**src/pkg/lsud_pkg.sv**
```systemverilog
// Purpose: Shared constants and carrier types of the low-speed USB function block
// Assumes: 250 MHz system clock, 1.5 Mbit/s low-speed bus
// Notes:   Register offsets are addresses on the plain register port
package lsud_pkg;
  localparam int unsigned CLK_HZ    = 250_000_000;
  localparam int unsigned BIT_HZ    = 1_500_000;
  localparam logic [7:0]  BIT_CYC   = 8'(CLK_HZ / BIT_HZ);
  localparam int unsigned IDLE_SLEEP_REQUEST_MS   = 3;
  localparam int unsigned IDLE_SLEEP_REQUEST_CYC  = IDLE_SLEEP_REQUEST_MS * (CLK_HZ / 1000);
  localparam int unsigned BRST_NS   = 2500;
  localparam logic [9:0]  BRST_CYC  = 10'((BRST_NS * (CLK_HZ / 1_000_000) + 999) / 1000);
  localparam int unsigned TMO_BITS  = 18;
  localparam logic [11:0] TMO_CYC   = 12'(TMO_BITS * (CLK_HZ / BIT_HZ));
  // Register offsets
  localparam logic [3:0]  A_BASE    = 4'h0;
  localparam logic [3:0]  A_INFO    = 4'h1;
  localparam logic [3:0]  A_TOK     = 4'h2;
  localparam logic [3:0]  A_STAT    = 4'h3;
  localparam logic [3:0]  A_MASK    = 4'h4;
  localparam logic [3:0]  A_CTL     = 4'h5;
  localparam logic [3:0]  A_FADR    = 4'h6;
  localparam logic [3:0]  A_EP0A    = 4'h8;
  localparam logic [3:0]  A_EP2B    = 4'hd;
  // Event bit positions
  localparam int unsigned E_SOF     = 0;
  localparam int unsigned E_RST     = 1;
  localparam int unsigned E_WAKE    = 2;
  localparam int unsigned E_EVENT_OVERRUN_FLAG    = 3;
  localparam int unsigned E_ERR     = 4;
  localparam int unsigned E_CTR     = 5;
  localparam int unsigned E_DMA_LATE_FLAG    = 6;
  localparam int unsigned E_IDLE_SLEEP_REQUEST    = 7;
  // Control bit positions and reset values
  localparam int unsigned C_FORCE_BUS_RESET    = 0;
  localparam int unsigned C_FS      = 1;
  localparam int unsigned C_REGULATOR_OFF    = 2;
  localparam int unsigned C_RES     = 3;
  localparam logic [3:0]  CTL_RST   = 4'h6;
  localparam logic [7:0]  EP0B_RST  = 8'h80;
  // Packet identifiers and handshake states
  localparam logic [3:0]  PID_IN    = 4'h9;
  localparam logic [3:0]  PID_ACK   = 4'h2;
  localparam logic [3:0]  PID_NAK   = 4'ha;
  localparam logic [3:0]  PID_STALL = 4'he;
  localparam logic [3:0]  PID_D0    = 4'h3;
  localparam logic [3:0]  PID_D1    = 4'hb;
  localparam logic [1:0]  TP_SETUP  = 2'h3;
  localparam logic [1:0]  ST_STALL  = 2'h1;
  localparam logic [1:0]  ST_NAK    = 2'h2;
  localparam logic [1:0]  ST_VAL    = 2'h3;
  localparam logic [7:0]  SYNC      = 8'h80;
  localparam logic [4:0]  CRC5_RES  = 5'h0c;
  localparam logic [15:0] CRC16_RES = 16'h800d;

  typedef enum logic [1:0] {T_IDLE = 2'b00, T_WDAT = 2'b01, T_TX = 2'b10, T_WACK = 2'b11} lsud_tr_e;

  typedef struct packed {logic k; logic se0;} lsud_line_s;
  typedef struct packed {logic oe; logic k; logic se0;} lsud_drv_s;
  typedef struct packed {logic req; logic wr; logic [15:0] addr; logic [7:0] wdata;} lsud_dma_s;
endpackage : lsud_pkg

```
**src/verilog/lsud_usb_dev.sv**
```systemverilog
// Purpose: Low-speed USB function engine with packet DMA, events and link control
// Assumes: Line inputs synchronous to SYS_CLK; DMA memory answers with DMA_GNT
// Notes:   Register reads answer one cycle after the strobe
//
// The implementer's own choices: the register offsets and the address-and-strobe port.
`timescale 1ns/1ps
module lsud_usb_dev
  import lsud_pkg::*;
#(
  parameter int unsigned IDLE_SLEEP_REQUEST_LIMIT = IDLE_SLEEP_REQUEST_CYC
)
(
  input  wire logic               SYS_CLK,
  input  wire logic               RSTN,
  input  wire logic [3:0]         REG_ADDR,
  input  wire logic [7:0]         REG_WDATA,
  input  wire logic               REG_WR,
  input  wire logic               REG_RD,
  output logic      [7:0]         REG_RDATA,
  input  wire lsud_pkg::lsud_line_s LINE,
  output lsud_pkg::lsud_drv_s     DRV,
  output lsud_pkg::lsud_dma_s     DMA,
  input  wire logic               DMA_GNT,
  input  wire logic [7:0]         DMA_RDATA,
  input  wire logic               IRQ_DIS,
  output logic                    USB_IRQ,
  output logic                    WAKE_IRQ,
  output logic                    REG_OFF,
  output logic                    SUSPENDED
);
  import lsud_pkg::*;

  typedef struct packed {
    logic [7:0] rdata; logic [7:0] base; logic [1:0] bb; logic [1:0] ep; logic [3:0] cnt; logic [1:0] tp;
    logic [7:0] ev; logic [7:0] msk; logic [3:0] ctl; logic [6:0] fa; logic [2:0][7:0] ea; logic [2:0][7:0] eb;
    logic sarm; logic [19:0] idle; logic [9:0] se0c; logic eopd; logic force_bus_reset_q; logic res_q; logic pj;
    logic rxon; logic [7:0] rbc; logic rlast; logic [2:0] rones; logic [7:0] rsh; logic [2:0] rnb;
    logic [3:0] rby; logic serr; logic pidok; logic [3:0] pid; logic [7:0] d1; logic [7:0] d2;
    logic [4:0] c5; logic [15:0] c16; logic ovf; logic rlate;
    lsud_tr_e tr; logic [11:0] tmo; logic [1:0] cep; logic [1:0] ctp;
    logic txon; logic [1:0] tph; logic [7:0] tbc; logic tlvl; logic [2:0] tones; logic [7:0] tsh;
    logic [2:0] tnb; logic [3:0] tix; logic [3:0] tn; logic tdat; logic tfin; logic [15:0] tc16; logic [7:0] tbuf;
    logic dreq; logic dwr; logic [2:0] dslot; logic [2:0] dix; logic [7:0] dwd;
  } lsud_st_s;

  lsud_st_s   s, n;
  logic [7:0] ev_set;
  logic       live_j;

  function automatic logic [4:0] crc5s(input logic [4:0] c, input logic b);
    crc5s = {c[3:0], 1'b0} ^ ((b ^ c[4]) ? 5'h05 : 5'h00);
  endfunction : crc5s

  function automatic logic [15:0] crc16s(input logic [15:0] c, input logic b);
    crc16s = {c[14:0], 1'b0} ^ ((b ^ c[15]) ? 16'h8005 : 16'h0000);
  endfunction : crc16s

  function automatic logic [7:0] rev8(input logic [7:0] v);
    for (int i = 0; i < 8; i++)
      rev8[i] = v[7 - i];
  endfunction : rev8

  assign live_j = !LINE.k && !LINE.se0;

  // Next-state of registers, serial engine, transactions and DMA
  always_comb
  begin
    logic       b, go, brst, ack_ok, hit;
    logic [7:0] byt, src;
    logic [3:0] go_pid, go_n, nb, endp;
    logic [1:0] epi, st;
    n = s; ev_set = 8'h00; b = 1'b0; go = 1'b0; brst = 1'b0; ack_ok = 1'b0; hit = 1'b0;
    byt = 8'h00; src = 8'h00; go_pid = 4'h0; go_n = 4'h0; nb = 4'h0; endp = 4'h0; epi = 2'b00; st = 2'b00;
    n.rdata = 8'h00;
    n.force_bus_reset_q = s.ctl[C_FORCE_BUS_RESET];
    n.res_q = s.ctl[C_RES];
    n.pj = live_j;
    // Register reads, answered one cycle later
    if (REG_RD)
    begin
      if (REG_ADDR == A_BASE) n.rdata = s.base;
      else if (REG_ADDR == A_INFO) n.rdata = {s.bb, s.ep, s.cnt};
      else if (REG_ADDR == A_TOK) n.rdata = {s.tp, 3'b000, LINE.se0, LINE.k, 1'b0};
      else if (REG_ADDR == A_STAT) n.rdata = s.ev;
      else if (REG_ADDR == A_MASK) n.rdata = s.msk;
      else if (REG_ADDR == A_CTL) n.rdata = {4'h0, s.ctl};
      else if (REG_ADDR == A_FADR) n.rdata = {1'b0, s.fa};
      else if (REG_ADDR >= A_EP0A && REG_ADDR <= A_EP2B) n.rdata = REG_ADDR[0] ? s.eb[REG_ADDR[2:1]] : s.ea[REG_ADDR[2:1]];
    end
    // Register writes; hardware updates below take precedence
    if (REG_WR)
    begin
      if (REG_ADDR == A_BASE) n.base = REG_WDATA;
      else if (REG_ADDR == A_INFO) n.bb = REG_WDATA[7:6];
      else if (REG_ADDR == A_STAT) n.ev = s.ev & REG_WDATA;
      else if (REG_ADDR == A_MASK) n.msk = REG_WDATA;
      else if (REG_ADDR == A_CTL) n.ctl = REG_WDATA[3:0];
      else if (REG_ADDR == A_FADR) n.fa = REG_WDATA[6:0];
      else if (REG_ADDR >= A_EP0A && REG_ADDR <= A_EP2B)
      begin
        if (REG_ADDR[0]) n.eb[REG_ADDR[2:1]] = REG_WDATA;
        else n.ea[REG_ADDR[2:1]] = REG_WDATA;
      end
    end
    // DMA grant completes the pending memory access
    if (s.dreq && DMA_GNT)
    begin
      n.dreq = 1'b0;
      if (!s.dwr) n.tbuf = DMA_RDATA;
    end
    // SE0 length: bus reset or keep-alive strobe
    if (LINE.se0 && !DRV.oe)
    begin
      if (s.se0c != BRST_CYC) n.se0c = s.se0c + 10'd1;
      if (s.se0c == BRST_CYC - 10'd1)
      begin
        brst = 1'b1;
        ev_set[E_RST] = 1'b1;
      end
    end
    else
    begin
      n.se0c = 10'd0;
      if (s.se0c != 10'd0 && s.se0c < BRST_CYC && !s.eopd) ev_set[E_SOF] = 1'b1;
      if (s.se0c != 10'd0) n.eopd = 1'b0;
    end
    // Suspend request after long idle, armed by reset
    if (!live_j || !s.sarm || s.ctl[C_FS]) n.idle = 20'd0;
    else if (s.idle != 20'(IDLE_SLEEP_REQUEST_LIMIT))
    begin
      n.idle = s.idle + 20'd1;
      if (s.idle == 20'(IDLE_SLEEP_REQUEST_LIMIT) - 20'd1) ev_set[E_IDLE_SLEEP_REQUEST] = 1'b1;
    end
    if (s.ctl[C_FS]) n.sarm = 1'b0;
    // Wake on activity while suspended
    if (s.ctl[C_FS] && !live_j && !s.ctl[C_RES])
    begin
      ev_set[E_WAKE] = 1'b1;
      n.ctl[C_FS] = 1'b0;
    end
    // End of resume signalling
    if (s.res_q && !s.ctl[C_RES])
    begin
      ev_set[E_SOF] = 1'b1;
      n.sarm = 1'b1;
    end
    if (s.force_bus_reset_q && !s.ctl[C_FORCE_BUS_RESET]) ev_set[E_RST] = 1'b1;
    // Transaction timeout while waiting for the host
    if ((s.tr == T_WDAT || s.tr == T_WACK) && !s.rxon)
    begin
      n.tmo = s.tmo + 12'd1;
      if (s.tmo == TMO_CYC)
      begin
        ev_set[E_ERR] = 1'b1;
        n.tr = T_IDLE;
      end
    end
    // Receiver: sync start, mid-bit sampling, NRZI, unstuffing, CRC
    if (!DRV.oe && !s.txon)
    begin
      if (!s.rxon)
      begin
        if (s.pj && LINE.k && !LINE.se0)
        begin
          n.rxon = 1'b1; n.rbc = BIT_CYC >> 1; n.rlast = 1'b0; n.rones = 3'd0; n.rnb = 3'd0;
          n.rby = 4'd0; n.serr = 1'b0; n.ovf = 1'b0; n.rlate = 1'b0; n.tmo = 12'd0;
        end
      end
      else if (s.rbc != 8'd0) n.rbc = s.rbc - 8'd1;
      else if (LINE.se0)
      begin
        n.rxon = 1'b0;
        n.eopd = 1'b1;
        endp = {s.d1[2:0], s.d2[7]};
        if (endp == 4'h0) begin hit = 1'b1; epi = 2'd0; end
        else if (endp == s.eb[1][3:0]) begin hit = 1'b1; epi = 2'd1; end
        else if (endp == s.eb[2][3:0]) begin hit = 1'b1; epi = 2'd2; end
        // Packet end: framing, PID and stuffing faults, then protocol step
        if (!s.pidok || s.serr || s.rnb != 3'd0 || s.rby < 4'd2)
        begin
          ev_set[E_ERR] = 1'b1;
          n.tr = T_IDLE;
        end
        else if (s.tr == T_IDLE && s.pid[1:0] == 2'b01)
        begin
          if (s.rby != 4'd4 || s.c5 != CRC5_RES) ev_set[E_ERR] = 1'b1;
          else if (s.d2[6:0] == s.fa && hit)
          begin
            n.cep = epi; n.ctp = s.pid[3:2]; n.tp = s.pid[3:2];
            st = s.ea[epi][5:4];
            if (s.pid == PID_IN)
            begin
              go = (st != 2'b00);
              go_pid = (st == ST_VAL) ? (s.ea[epi][6] ? PID_D1 : PID_D0) : (st == ST_NAK ? PID_NAK : PID_STALL);
              go_n = (st != ST_VAL) ? 4'd0 : (s.ea[epi][3:0] > 4'd8 ? 4'd8 : s.ea[epi][3:0]);
            end
            else
            begin
              n.tr = T_WDAT;
              if (s.pid[3:2] == TP_SETUP) n.eb[epi][6] = 1'b0;
            end
          end
        end
        else if (s.tr == T_WDAT && s.pid[2:0] == 3'b011)
        begin
          n.tr = T_IDLE;
          st = s.eb[s.cep][5:4];
          if (s.c16 != CRC16_RES || s.ovf || s.rlate || s.rby < 4'd4) ev_set[E_ERR] = s.c16 != CRC16_RES;
          else if (s.ctp == TP_SETUP || (st == ST_VAL && !(s.ea[s.cep][7] && s.rby != 4'd4)))
          begin
            go = 1'b1; go_pid = PID_ACK;
            n.cnt = s.rby - 4'd4;
            if (s.pid[3] == n.eb[s.cep][6])
            begin
              ev_set[E_CTR] = 1'b1; n.ep = s.cep;
              n.eb[s.cep][6] = !n.eb[s.cep][6];
              n.eb[s.cep][5:4] = ST_NAK;
              if (s.ctp == TP_SETUP)
              begin
                n.ea[s.cep][6] = 1'b1;
                n.ea[s.cep][5:4] = ST_NAK;
              end
            end
          end
          else if (st != 2'b00)
          begin
            go = 1'b1;
            go_pid = (st == ST_NAK) ? PID_NAK : PID_STALL;
          end
        end
        else if (s.tr == T_WACK)
        begin
          n.tr = T_IDLE;
          if (s.pid == PID_ACK && s.rby == 4'd2)
          begin
            ev_set[E_CTR] = 1'b1; n.ep = s.cep;
            n.ea[s.cep][6] = !s.ea[s.cep][6];
            n.ea[s.cep][5:4] = ST_NAK;
          end
          else ev_set[E_ERR] = 1'b1;
        end
      end
      else
      begin
        n.rbc = BIT_CYC - 8'd1;
        b = (LINE.k == s.rlast);
        n.rlast = LINE.k;
        if (s.rones == 3'd6)
        begin
          n.rones = 3'd0;
          if (b) n.serr = 1'b1;
        end
        else
        begin
          n.rones = b ? s.rones + 3'd1 : 3'd0;
          n.rsh = {b, s.rsh[7:1]};
          n.rnb = s.rnb + 3'd1;
          if (s.rby >= 4'd2)
          begin
            n.c5 = crc5s(s.c5, b);
            n.c16 = crc16s(s.c16, b);
          end
          if (s.rnb == 3'd7)
          begin
            byt = {b, s.rsh[7:1]};
            n.rby = (s.rby == 4'hf) ? s.rby : s.rby + 4'd1;
            n.d1 = byt;
            n.d2 = s.d1;
            if (s.rby == 4'd1)
            begin
              n.pid = byt[3:0]; n.pidok = (byt[7:4] == ~byt[3:0]); n.c5 = 5'h1f; n.c16 = 16'hffff;
            end
            if (s.tr == T_WDAT && s.rby >= 4'd4)
            begin
              if (s.rby >= 4'd12) n.ovf = 1'b1;
              else if (s.dreq && !DMA_GNT)
              begin
                ev_set[E_DMA_LATE_FLAG] = 1'b1;
                n.rlate = 1'b1;
              end
              else
              begin
                n.dreq = 1'b1; n.dwr = 1'b1; n.dslot = {s.cep, 1'b0};
                n.dix = 3'(s.rby - 4'd4); n.dwd = s.d2;
              end
            end
          end
        end
      end
    end
    // Transmitter launch: handshake or data packet
    if (go)
    begin
      n.txon = 1'b1; n.tph = 2'd0; n.tbc = BIT_CYC - 8'd1; n.tlvl = 1'b0; n.tones = 3'd0; n.tsh = SYNC;
      n.tnb = 3'd0; n.tix = 4'd0; n.tn = go_n; n.tdat = (go_pid[1:0] == 2'b11); n.tfin = 1'b0;
      n.tc16 = 16'hffff; n.ctp = (go_pid[1:0] == 2'b11) ? s.ctp : s.ctp; n.pid = go_pid; n.tr = T_TX;
      if (go_n != 4'd0)
      begin
        n.dreq = 1'b1; n.dwr = 1'b0; n.dslot = {n.cep, 1'b1}; n.dix = 3'd0;
      end
    end
    // Transmitter bit slots: stuffing, NRZI, CRC, EOP
    else if (s.txon)
    begin
      if (s.tbc != 8'd0) n.tbc = s.tbc - 8'd1;
      else
      begin
        n.tbc = BIT_CYC - 8'd1;
        if (s.tph == 2'd2)
        begin
          n.txon = 1'b0; n.eopd = 1'b1; n.tmo = 12'd0;
          n.tr = s.tdat ? T_WACK : T_IDLE;
        end
        else if (s.tph == 2'd1)
        begin
          if (s.tnb == 3'd1) n.tph = 2'd2;
          n.tnb = 3'd1;
        end
        else if (s.tones == 3'd6)
        begin
          n.tlvl = !s.tlvl; n.tones = 3'd0;
        end
        else if (s.tfin)
        begin
          n.tph = 2'd1; n.tnb = 3'd0;
        end
        else
        begin
          b = s.tsh[0];
          n.tlvl = b ? s.tlvl : !s.tlvl;
          n.tones = b ? s.tones + 3'd1 : 3'd0;
          n.tsh = s.tsh >> 1;
          n.tnb = s.tnb + 3'd1;
          if (s.tix >= 4'd2 && s.tix < s.tn + 4'd2) n.tc16 = crc16s(s.tc16, b);
          if (s.tnb == 3'd7)
          begin
            nb = s.tix + 4'd1;
            n.tix = nb;
            src = (s.dreq && DMA_GNT) ? DMA_RDATA : s.tbuf;
            if (nb == 4'd1) n.tsh = {~s.pid, s.pid};
            else if (!s.tdat || nb > s.tn + 4'd3) n.tfin = 1'b1;
            else if (nb < s.tn + 4'd2)
            begin
              n.tsh = src;
              if (s.dreq && !DMA_GNT) ev_set[E_DMA_LATE_FLAG] = 1'b1;
              if (nb < s.tn + 4'd1)
              begin
                n.dreq = 1'b1; n.dwr = 1'b0; n.dix = 3'(nb - 4'd1);
              end
            end
            else if (nb == s.tn + 4'd2) n.tsh = rev8(~n.tc16[15:8]);
            else n.tsh = rev8(~s.tc16[7:0]);
          end
        end
      end
    end
    // Bus reset or forced reset: clear address, endpoints and engine
    if (brst || s.ctl[C_FORCE_BUS_RESET])
    begin
      n.fa = 7'h00; n.ea = '0; n.eb = {8'h00, 8'h00, EP0B_RST}; n.rxon = 1'b0; n.txon = 1'b0;
      n.tr = T_IDLE; n.dreq = 1'b0; n.sarm = 1'b1; n.idle = 20'd0;
    end
    n.eb[0][7] = 1'b1;
    n.eb[0][3:0] = 4'h0;
    // Overrun of fault and frame flags
    if ((ev_set[E_ERR] && s.ev[E_ERR]) || (ev_set[E_SOF] && s.ev[E_SOF])) ev_set[E_EVENT_OVERRUN_FLAG] = 1'b1;
    n.ev = n.ev | ev_set;
  end

  // State register
  always_ff @(posedge SYS_CLK or negedge RSTN)
  begin
    if (!RSTN)
    begin
      s       <= '0;
      s.ctl   <= CTL_RST;
      s.eb[0] <= EP0B_RST;
      s.sarm  <= 1'b1;
      s.tr    <= T_IDLE;
    end
    else
      s <= n;
  end

  // Outputs
  assign REG_RDATA = s.rdata;
  assign DRV.oe    = s.txon || s.ctl[C_RES];
  assign DRV.k     = s.ctl[C_RES] || (s.txon && s.tph == 2'd0 && s.tlvl);
  assign DRV.se0   = !s.ctl[C_RES] && s.txon && s.tph == 2'd1;
  assign DMA.req   = s.dreq;
  assign DMA.wr    = s.dwr;
  assign DMA.addr  = {s.base, s.bb, s.dslot, s.dix};
  assign DMA.wdata = s.dwd;
  assign USB_IRQ   = !IRQ_DIS && |(s.ev & s.msk & ~(8'h01 << E_WAKE));
  assign WAKE_IRQ  = !IRQ_DIS && s.ev[E_WAKE] && s.msk[E_WAKE];
  assign REG_OFF   = s.ctl[C_REGULATOR_OFF];
  assign SUSPENDED = s.ctl[C_FS];
endmodule : lsud_usb_dev

```
**config.mk**
```make
export PLATFORM = sky130hd
export DESIGN_NAME = lsud_usb_dev
export DESIGN_NICKNAME = d
export VERILOG_FILES = /design/src/pkg/lsud_pkg.sv /design/src/verilog/lsud_usb_dev.sv
export SDC_FILE = /design/constraint.sdc
export NUM_CORES = 1
export LEC_CHECK = 0
export CELL_PAD_IN_SITES_DETAIL_PLACEMENT = 1
export CELL_PAD_IN_SITES_GLOBAL_PLACEMENT = 2
export CORE_MARGIN = 2
export CORE_UTILIZATION = 45
export DETAILED_ROUTE_END_ITERATION = 10
export DONT_BUFFER_PORTS = 1
export PLACE_DENSITY = 0.92
export SLEW_MARGIN = 20
export SYNTH_ARGS = -nofsm -noshare
export SYNTH_HDL_FRONTEND = slang
export SYNTH_SLANG_ARGS = --single-unit
```
**constraint.sdc**
```tcl
create_clock -name SYS_CLK -period 8.8 [get_ports SYS_CLK]
set_input_delay 0.88 -clock SYS_CLK [delete_from_list [all_inputs] [get_ports SYS_CLK]]
set_output_delay 0.88 -clock SYS_CLK [all_outputs]
set_load 0.01 [all_outputs]
```
# Word-level counts from Yosys, hierarchy flattened
# Cells that the tools add are included.
totals:
  output_inout_bits: 41
  register_bits: 298
op_classes:
  eq_ne: 83
  n_mux: 344
  bitwise_logic: 31
  order_cmp: 20
  reduce_logical: 130
  n_addsub: 16
ops:
  columns: ["operator", "count"]
  rows:
  - ["2-to-1 mux 48 bit", 10]
  - ["2-to-1 mux 24 bit", 13]
  - ["2-to-1 mux 16 bit", 19]
  - ["2-to-1 mux 75 bit", 3]
  - ["2-to-1 mux 8 bit", 28]
  - ["bitwise mux 24 bit", 7]
  - ["2-to-1 mux 4 bit", 41]
  - ["2-to-1 mux 17 bit", 7]
  - ["binary-select mux 8 bit (select 2 bit)", 6]
  - ["2-to-1 mux 2 bit", 47]
  - ["2-to-1 mux 1 bit", 91]
  - ["2-to-1 mux 91 bit", 1]
  - ["2-to-1 mux 44 bit", 2]
  - ["2-to-1 mux 76 bit", 1]
  - ["2-to-1 mux 3 bit", 25]
  - ["2-to-1 mux 72 bit", 1]
  - ["2-to-1 mux 67 bit", 1]
  - ["2-to-1 mux 66 bit", 1]
  - ["demux 8 bit (select 2 bit)", 4]
  - ["2-to-1 mux 12 bit", 5]
  - ["2-to-1 mux 30 bit", 2]
  - ["2-to-1 mux 59 bit", 1]
  - ["2-to-1 mux 14 bit", 4]
  - ["2-to-1 mux 55 bit", 1]
  - ["87 further kinds", 303]

# Depth between registers and ports, before layout
# Gate-level depths: netlist of the first run.
logic_depth:
  depth_word: 40
  mapped_depth: 12
  depth_no_buf: 11

# Worst setup path after synthesis of the first run
# OpenSTA, ideal clock, no wires.
synth_path:
  kind: "input port to flip-flop"
  start: "in REG_ADDR[0]"
  end: "reg s[283] (netlist bit)"
  setup_time_ns: 0.125
  path_buffers: 1
  path_slack_ns: 5.283
  t_arrival_ns: 3.393
  cell_stages: 8
  path_cell_list: "clkbuf_1 > nand3_1 > nor2_1 > mux2_2 > a221oi_1 > xor2_1 > o21ai_0 > mux2_2"
synth_between:
  elab_chain_len: 15
synth_rtl:
  columns: ["item", "line_no", "text"]
  rows:
  - ["start: declaration", "lsud_usb_dev.sv:15", "input wire logic [3:0] REG_ADDR,"]
  - ["greater-or-equal comparator 4 bit or less-or-equal comparator 4 bit (tied branches)", "lsud_usb_dev.sv:99", "else if (REG_ADDR >= A_EP0A && REG_ADDR <= A_EP2B)"]
  - ["logical AND 1 bit", "lsud_usb_dev.sv:99", null]
  - ["2-to-1 mux 48 bit", "lsud_usb_dev.sv:99", null]
  - ["2-to-1 mux 48 bit", "lsud_usb_dev.sv:98", "else if (REG_ADDR == A_FADR) n.fa = REG_WDATA[6:0];"]
  - ["2-to-1 mux 55 bit", "lsud_usb_dev.sv:97", "else if (REG_ADDR == A_CTL) n.ctl = REG_WDATA[3:0];"]
  - ["2-to-1 mux 59 bit", "lsud_usb_dev.sv:96", "else if (REG_ADDR == A_MASK) n.msk = REG_WDATA;"]
  - ["2-to-1 mux 67 bit", "lsud_usb_dev.sv:95", "else if (REG_ADDR == A_STAT) n.ev = s.ev & REG_WDATA;"]
  - ["2-to-1 mux 75 bit", "lsud_usb_dev.sv:94", "else if (REG_ADDR == A_INFO) n.bb = REG_WDATA[7:6];"]
  - ["2-to-1 mux 75 bit (*)", "lsud_usb_dev.sv:93", "if (REG_ADDR == A_BASE) n.base = REG_WDATA;"]
  - ["2-to-1 mux 75 bit (*)", "lsud_usb_dev.sv:91", "if (REG_WR)"]
  - ["binary-select mux 8 bit (select 2 bit) (*)", "lsud_usb_dev.sv:213", "if (s.pid[3] == n.eb[s.cep][6])"]
  - ["2-to-1 mux 7 bit (not written as such) (*)", "lsud_usb_dev.sv:213", null]
  - ["equality test 1 bit (*)", "lsud_usb_dev.sv:213", null]
  - ["inequality test 2 x 1 -> 1 bit (no source line) (*)", null, null]
  - ["AND reduction 11 bit (no source line) (*)", null, null]
  - ["end signal: assignment", "lsud_usb_dev.sv:382", "s <= n;"]
  - ["end: declaration", "lsud_usb_dev.sv:46", "lsud_st_s s, n;"]
# Every way passes the cells marked *; elsewhere a longest branch is shown, timed or not. The select of a mux whose other input is x is not followed.
# A chain may end at the register's enable or synchronous reset.

# Worst setup path after layout of the first run
layout_path:
  start: "reg s[166] (netlist bit)"
  end: "reg s, in the netlist DMA[3]"
layout_between:
  elab_chain_len: 1
layout_rtl:
  columns: ["item"]
  rows:
  - ["AND reduction 9 bit (no source line)"]
# No other way between the ends.

==> qor.csv, run 1 <==
stage,metric,value,unit
logic_synthesis,"Async S/R FF share, synth",1.00,
global_route,GRT Total Usage,0.273,
clock_network,worst skew pair latency,570,ps
placement,dpl cells,2141,
global_route,vias in the first global route,14500,
finish,fillers,4111,
logic_synthesis,Avg Inst Size Synth,9.46,um^2
pwr,Leakage,7.91,nW
finish,layout cell share with drive strength beyond 1,0.103,
critical_path,WP data required,9230,ps
floorplanning,placement row count,70,
sta,# setup viols final,0,
critical_path,Startpoint Class,flip-flop,
finish,most frequent cells in the layout,"dfrtp_1 (294), nand2_1 (201), nor2_1 (181)",
logic_synthesis,Yosys cell types,91,
critical_path,r2r startpoint,s[166]$_DFFE_PN0P_,
finish,area of the multi-input gates,8660,um^2
pwr,P per Cell Area,197,nW/um^2
critical_path,crit path kind,reg -> reg,
sta,"Slew Viols, Final",0,
route,WL per Instance,23.6,um
route,via count,13700,
global_route,first-pass GRT wire length,83400,um
logic_synthesis,Post-Syn Area,16800,um^2
route,DR DRC count,0,
clock_network,CTS H-tree lvls,2,
sta,Max-slew headroom,0.286,
floorplanning,Die X,197,um
critical_path,Critical Path End Type,flip-flop,
logic_synthesis,post-synthesis sequential area ratio,0.442,
floorplanning,Die Area,38900,um^2
run_status,outcome,"complete, no violations",
route,Vias/cell,6.20,
finish,register area,7440,um^2
sta,setup_tns,0,ps
finish,post-layout net count,1791,
sta,Final Critical Period,4990,ps
finish,"commonest non-fill, non-tap cell in the layout",dfrtp_1,
floorplanning,num ports,69,
clock_network,number of CTS-inserted buffers,36,
floorplanning,core footprint,36700,um^2
min_path,Hold Crit Class,in -> async,
logic_synthesis,cell count after synthesis,1778,
floorplanning,Die Y-Extent,197,um
critical_path,CP arrival,5420,ps
critical_path,worst r2r dst,DMA[3]$_DFFE_PN0P_,
sta,"Period Utilization, post-route",0.567,
finish,ANT cells,0,
sta,Clock Skews,27.2,ps
route,Initial DRC Count,769,
pwr,sw frac,0.287,
pwr,combinational share of power,0.126,
placement,Final GP Congestion,0.944,
route,drt first pass iters,7,
clock_network,clk sinks,297,
finish,fin cells,2205,
sta,Worst Tran Pin Value,1060,ps
floorplanning,starting density of the core,0.458,
clock_network,clk root buf,clkbuf_16,
logic_synthesis,synth warn,0,
global_route,grt ovf,0,
clock_network,Max clock buf depth,3,
critical_path,path depth of the worst reg2reg path,7,
pwr,P_sw,1.03,mW
finish,Syn-to-layout area delta,7.92,%
logic_synthesis,Mapped Nets,1856,
clock_network,"Reg clk slew, reported paths",60,ps
sta,Max Clock Freq,200,MHz
logic_synthesis,Post-synth EDFFs,0,
global_route,initial antenna violation count,0,
critical_path,Crit Path Max Fanout,26,
sta,Final Hold Viols,0,
flow_run,Max-Cap Viols,0,
placement,I/O Buffers,0,
pwr,internal power,2.55,mW
logic_synthesis,Seq cells post-synth,297,
pwr,"IR drop worst, VDD",0.114,mV
pwr,Clk pwr share,0.421,
sta,RSZ-0062 raised after global routing,no,
placement,hpwl dp,36300,um
pwr,sequential share of power,0.453,
route,total routed wirelength,51900,um
critical_path,Worst R2R Setup Slack,3810,ps
route,post-route ant nets,0,
global_route,largest net degree at the start of global routing,256,
clock_network,CTS tree,yes,
logic_synthesis,Synth Flop Type,dfrtp_1,
-- power by group through the flow --
stage / Sequential, mW / Clock (mW) / Combinational (mW)
global route: 1.63 / 1.59 / 0.498
global placement: 1.63 / 0 / 0.415
finish: 1.62 / 1.51 / 0.450
CTS: 1.62 / 1.54 / 0.448
floorplan: 1.58 / 0 / 0.367
detailed placement: 1.64 / 0 / 0.435
-- cell usage after synthesis (5+ instances only) --
cell type	number	area [um^2]
o21ai_0	102	510
o31ai_1	5	37.5
nand3_1	86	430
buf_2	8	40.0
a22o_1	6	52.6
o311ai_0	5	43.8
buf_1	10	37.5
o22ai_1	9	56.3
ha_1	50	626
a311oi_1	7	61.3
nor2b_1	21	131
a32oi_1	7	61.3
nand2b_1	18	113
xnor2_1	44	385
a21oi_1	83	415
nor3_1	37	185
a22oi_1	7	52.6
dfrtp_1	294	7360
a21o_1	5	37.5
a221oi_1	5	43.8
mux2_2	74	833
nand2_1	201	754
or3_1	12	75.1
clkbuf_1	63	236
nand4_1	28	175
nor4_1	10	62.6
o21a_1	15	113
nor4b_1	8	70.1
o211ai_1	8	60.1
nor3b_1	7	52.6
nand3b_1	7	52.6
a31oi_1	13	81.3
and3_1	22	138
a211oi_1	11	82.6
o221ai_1	9	78.8
buf_4	34	255
nor2_1	182	683
mux2i_1	72	721
inv_1	46	173
or2_2	6	37.5
xor2_1	39	342
and2_1	9	56.3
-- routing by layer --
metal,wire length (um),track usage
met5,0,0
met4,1680,0.104
met3,2560,0.0440
met2,25400,0.464
met1,22300,0.351
-- cell type report --
class | instances | area share
Inverter | 46 | 0.00951
Sequential cell | 297 | 0.410
Multi-Input combinational cell | 1318 | 0.477
Clock buffer | 50 | 0.0581
Tap cell | 468 | 0.0323
Timing Repair Buffer | 14 | 0.00703
Clock inverter | 12 | 0.00682
-- worst max-delay path: stages (launching register included) --
cell and delay [ps]:
dfrtp_1 910, nor3b_1 710, nand3_1 320, nor2_1 780, nand2_1 670, nor4_1 690
nand2_1 410, mux2_2 370
-- through the flow --
step / hold WS, ps / setup WS (ps) / instance area [um^2] / utilization / power, mW
6_report: 32.6 / 3810 / 18200 / 0.495 / 3.58
4_1_cts: 2.79 / 3890 / 18100 / 0.494 / 3.61
5_1_grt: 12.4 / 3370 / 18200 / 0.495 / 3.72
2_1_floorplan: 352 / 5280 / 16800 / - / 1.94
3_3_place_gp: 457 / 4270 / 16900 / 0.461 / 2.05
3_5_place_dp: 473 / 3940 / 16900 / 0.461 / 2.07
-- worst max-delay path by stage --
| stage | startpoint | end |
|---|---|---|
| after global placement | s[166]$_DFFE_PN0P_ | DMA[3]$_DFFE_PN0P_ |
| after global routing | s[166]$_DFFE_PN0P_ | DMA[3]$_DFFE_PN0P_ |
| after detailed placement | s[166]$_DFFE_PN0P_ | DMA[7]$_DFFE_PN0P_ |
| final | s[166]$_DFFE_PN0P_ | DMA[3]$_DFFE_PN0P_ |
| after floorplan | REG_ADDR[0] | s[283]$_DFFE_PN0P_ |
| after CTS | s[166]$_DFFE_PN0P_ | DMA[3]$_DFFE_PN0P_ |
-- logic make-up (layout without fill, tap and decap cells) --
| family | count (synthesis) | count (layout) | share of synthesized area |
|---|---|---|---|
| simple gates | 687 | 687 | 0.199 |
| mux | 151 | 151 | 0.0982 |
| flops | 297 | 297 | 0.442 |
| buf+inv | 163 | 122 | 0.0451 |
| xor+xnor | 83 | 83 | 0.0432 |
| fa+ha+maj | 50 | 50 | 0.0372 |
| compound gates | 347 | 347 | 0.135 |
-- registers in the layout (all words and copies together), names as in the netlist --
register,count
DMA,26
REG_OFF,1
REG_RDATA,8
SUSPENDED,1
n,2
s,259
-- what timing repair did --
item | CTS | global route
buffers inserted | 0 | 0
hold buffers | 2 | 0
hold endpoints to repair | 42 | 0
gates resized for setup | 0 | 0
Note: power is estimated with default switching activity, not from simulation.
==> inputs of run 2 (changes only) <==
--- a/config.mk
+++ b/config.mk
@@ -8,10 +8,10 @@
 export CELL_PAD_IN_SITES_DETAIL_PLACEMENT = 1
 export CELL_PAD_IN_SITES_GLOBAL_PLACEMENT = 2
 export CORE_MARGIN = 2
-export CORE_UTILIZATION = 45
+export CORE_UTILIZATION = 42
 export DETAILED_ROUTE_END_ITERATION = 10
 export DONT_BUFFER_PORTS = 1
-export PLACE_DENSITY = 0.92
+export PLACE_DENSITY = 0.87
 export SLEW_MARGIN = 20
 export SYNTH_ARGS = -nofsm -noshare
 export SYNTH_HDL_FRONTEND = slang
==> constraint.sdc (replaced) <==
create_clock -name SYS_CLK -period 5.25 [get_ports SYS_CLK]
set_input_delay 0.525 -clock SYS_CLK [delete_from_list [all_inputs] [get_ports SYS_CLK]]
set_output_delay 0.525 -clock SYS_CLK [all_outputs]
set_load 0.01 [all_outputs]
==> qor.csv, run 2 (synthesis gave the netlist of run 1 again) <==
stage,metric,value,unit
critical_path,Startpoint Class,flip-flop,
sta,Max-slew headroom,0.123,
critical_path,Worst path slowest cell,nor4_1,
clock_network,clk root buf,clkbuf_16,
floorplanning,placement row count,73,
pwr,"IR drop worst, VDD",0.256,mV
route,post-route ant nets,0,
sta,# setup viols final,0,
global_route,first-pass GRT wire length,83100,um
clock_network,CTS tree,yes,
floorplanning,num ports,69,
clock_network,clk sinks,297,
flow_run,Max-Cap Viols,0,
placement,hpwl dp,36500,um
floorplanning,core footprint,39600,um^2
route,Initial DRC Count,932,
finish,"Most flops, register",s,
finish,layout cell share with drive strength beyond 1,0.105,
sta,Clock Skews,25.6,ps
pwr,power after layout,6.16,mW
clock_network,Post-CTS Setup Bufs,0,
critical_path,CP arrival,4450,ps
placement,Final GP Congestion,0.907,
finish,Syn-to-layout area delta,8.84,%
sta,Hold WS,-320,ps
route,drt first pass iters,5,
critical_path,Most common cell on crit path,nand2_1,
route,WL per Instance,22.9,um
clock_network,number of CTS-inserted buffers,35,
global_route,vias in the first global route,14200,
finish,Finished Core Util,0.462,
route,Vias/cell,6.02,
floorplanning,Die X,204,um
floorplanning,starting density of the core,0.424,
clock_network,CTS H-tree lvls,2,
run_status,failing checks,hold timing,
sta,"Slew Viols, Final",0,
pwr,P per Cell Area,336,nW/um^2
sta,Final Critical Period,4020,ps
critical_path,crit path kind,reg -> reg,
floorplanning,Die Y-Extent,204,um
placement,I/O Buffers,0,
sta,Worst Tran Pin Value,1310,ps
critical_path,r2r startpoint,s[158]$_DFFE_PN0P_,
sta,"Period Utilization, post-route",0.765,
finish,post-layout net count,1791,
global_route,grt ovf,0,
finish,max FFs per register,259,
global_route,largest net degree at the start of global routing,298,
critical_path,WP data required,5680,ps
clock_network,Max clock buf depth,3,
clock_network,"Reg clk slew, reported paths",60,ps
critical_path,Critical Path End Type,flip-flop,
clock_network,worst skew pair latency,560,ps
sta,Max Clock Freq,249,MHz
route,DR DRC count,0,
critical_path,"Buf+Inv Stages, Crit Path",2,
route,total routed wirelength,51700,um
critical_path,CP top delay family,simple AND/OR/NAND/NOR gates,
floorplanning,Die Area,41700,um^2
pwr,Leakage,7.95,nW
sta,RSZ-0062 raised after global routing,no,
finish,ANT cells,0,
finish,"commonest non-fill, non-tap cell in the layout",dfrtp_1,
global_route,initial antenna violation count,1,
critical_path,CP cell instances,inv_1 -> ha_1 -> nor4b_1 -> nand3_1 -> nor2_1 -> buf_4 -> nand2_1 -> nor4_1 -> nand2_1 -> mux2_2,
finish,most frequent cells in the layout,"dfrtp_1 (294), nand2_1 (201), nor2_1 (180)",
run_status,outcome,"finished, violations left",
min_path,Hold Crit Class,in -> async,
sta,setup_tns,0,ps
critical_path,Crit Path Max Fanout,18,
route,via count,13600,
sta,Final Hold Viols,296,
critical_path,Setup crit start,s[158]$_DFFE_PN0P_,
global_route,GRT Total Usage,0.253,
critical_path,CP peak stage delay,750,ps
[run 2: timing repair]
action,in CTS,in global routing
endpoints found under the setup margin,0,0
hold endpoints to repair,297,297
resized for setup,0,0
[run 2: layer usage]
metal	wire [um]	GRT usage	vias to the layer above
met5	13	0	-
met1	22500	0.330	6973
li1	-	-	6185
met4	1340	0.0743	2
met2	25100	0.429	371
met3	2820	0.0470	98
[run 2: worst paths after layout]
path                                           to  slack, ps  cells after the start
min in group SYS_CLK       REG_RDATA[3]$_DFF_PN0_         50                      1
hold reg to reg                s[137]$_DFFE_PN0P_        480                      2
setup reg to reg               DMA[7]$_DFFE_PN0P_       1230                     10
setup / recovery               DMA[7]$_DFFE_PN0P_       1230                     10
hold / removal                 s[176]$_DFFE_PN0P_       -320                      0
max in group asynchronous       s[51]$_DFFE_PN0P_       4520                      0
[run 2: report_power, final]
group / switching (mW) / total, mW / leakage, nW / internal, mW
Sequential: 0.220 / 2.70 / 3.79 / 2.48
Combinational: 0.459 / 0.752 / 3.52 / 0.293
Clock: 1.02 / 2.71 / 0.628 / 1.69
[run 2: through the flow]
| stage | instances | hold slack, ps | setup slack, ps | area (um^2) |
|---|---|---|---|---|
| 3_5_place_dp | 2201 | 248 | 1300 | 17000 |
| 3_3_place_gp | 2201 | 247 | 1460 | 17000 |
| 6_report | 2264 | -320 | 1230 | 18300 |
| 5_1_grt | 2264 | -355 | 915 | 18300 |
| 4_1_cts | 2264 | -350 | 1240 | 18300 |
| 2_1_floorplan | 1778 | 229 | 2090 | 16800 |
[run 2: final cells by class]
| class | count | area, um^2 |
|---|---|---|
| inverters | 46 | 173 |
| repair buffers | 15 | 113 |
| clock buffers | 50 | 1050 |
| well taps | 525 | 657 |
| multi-input cells | 1318 | 8660 |
| fillers | 4470 | 21300 |
| flip-flops and latches | 297 | 7440 |
| clock inverters | 13 | 221 |
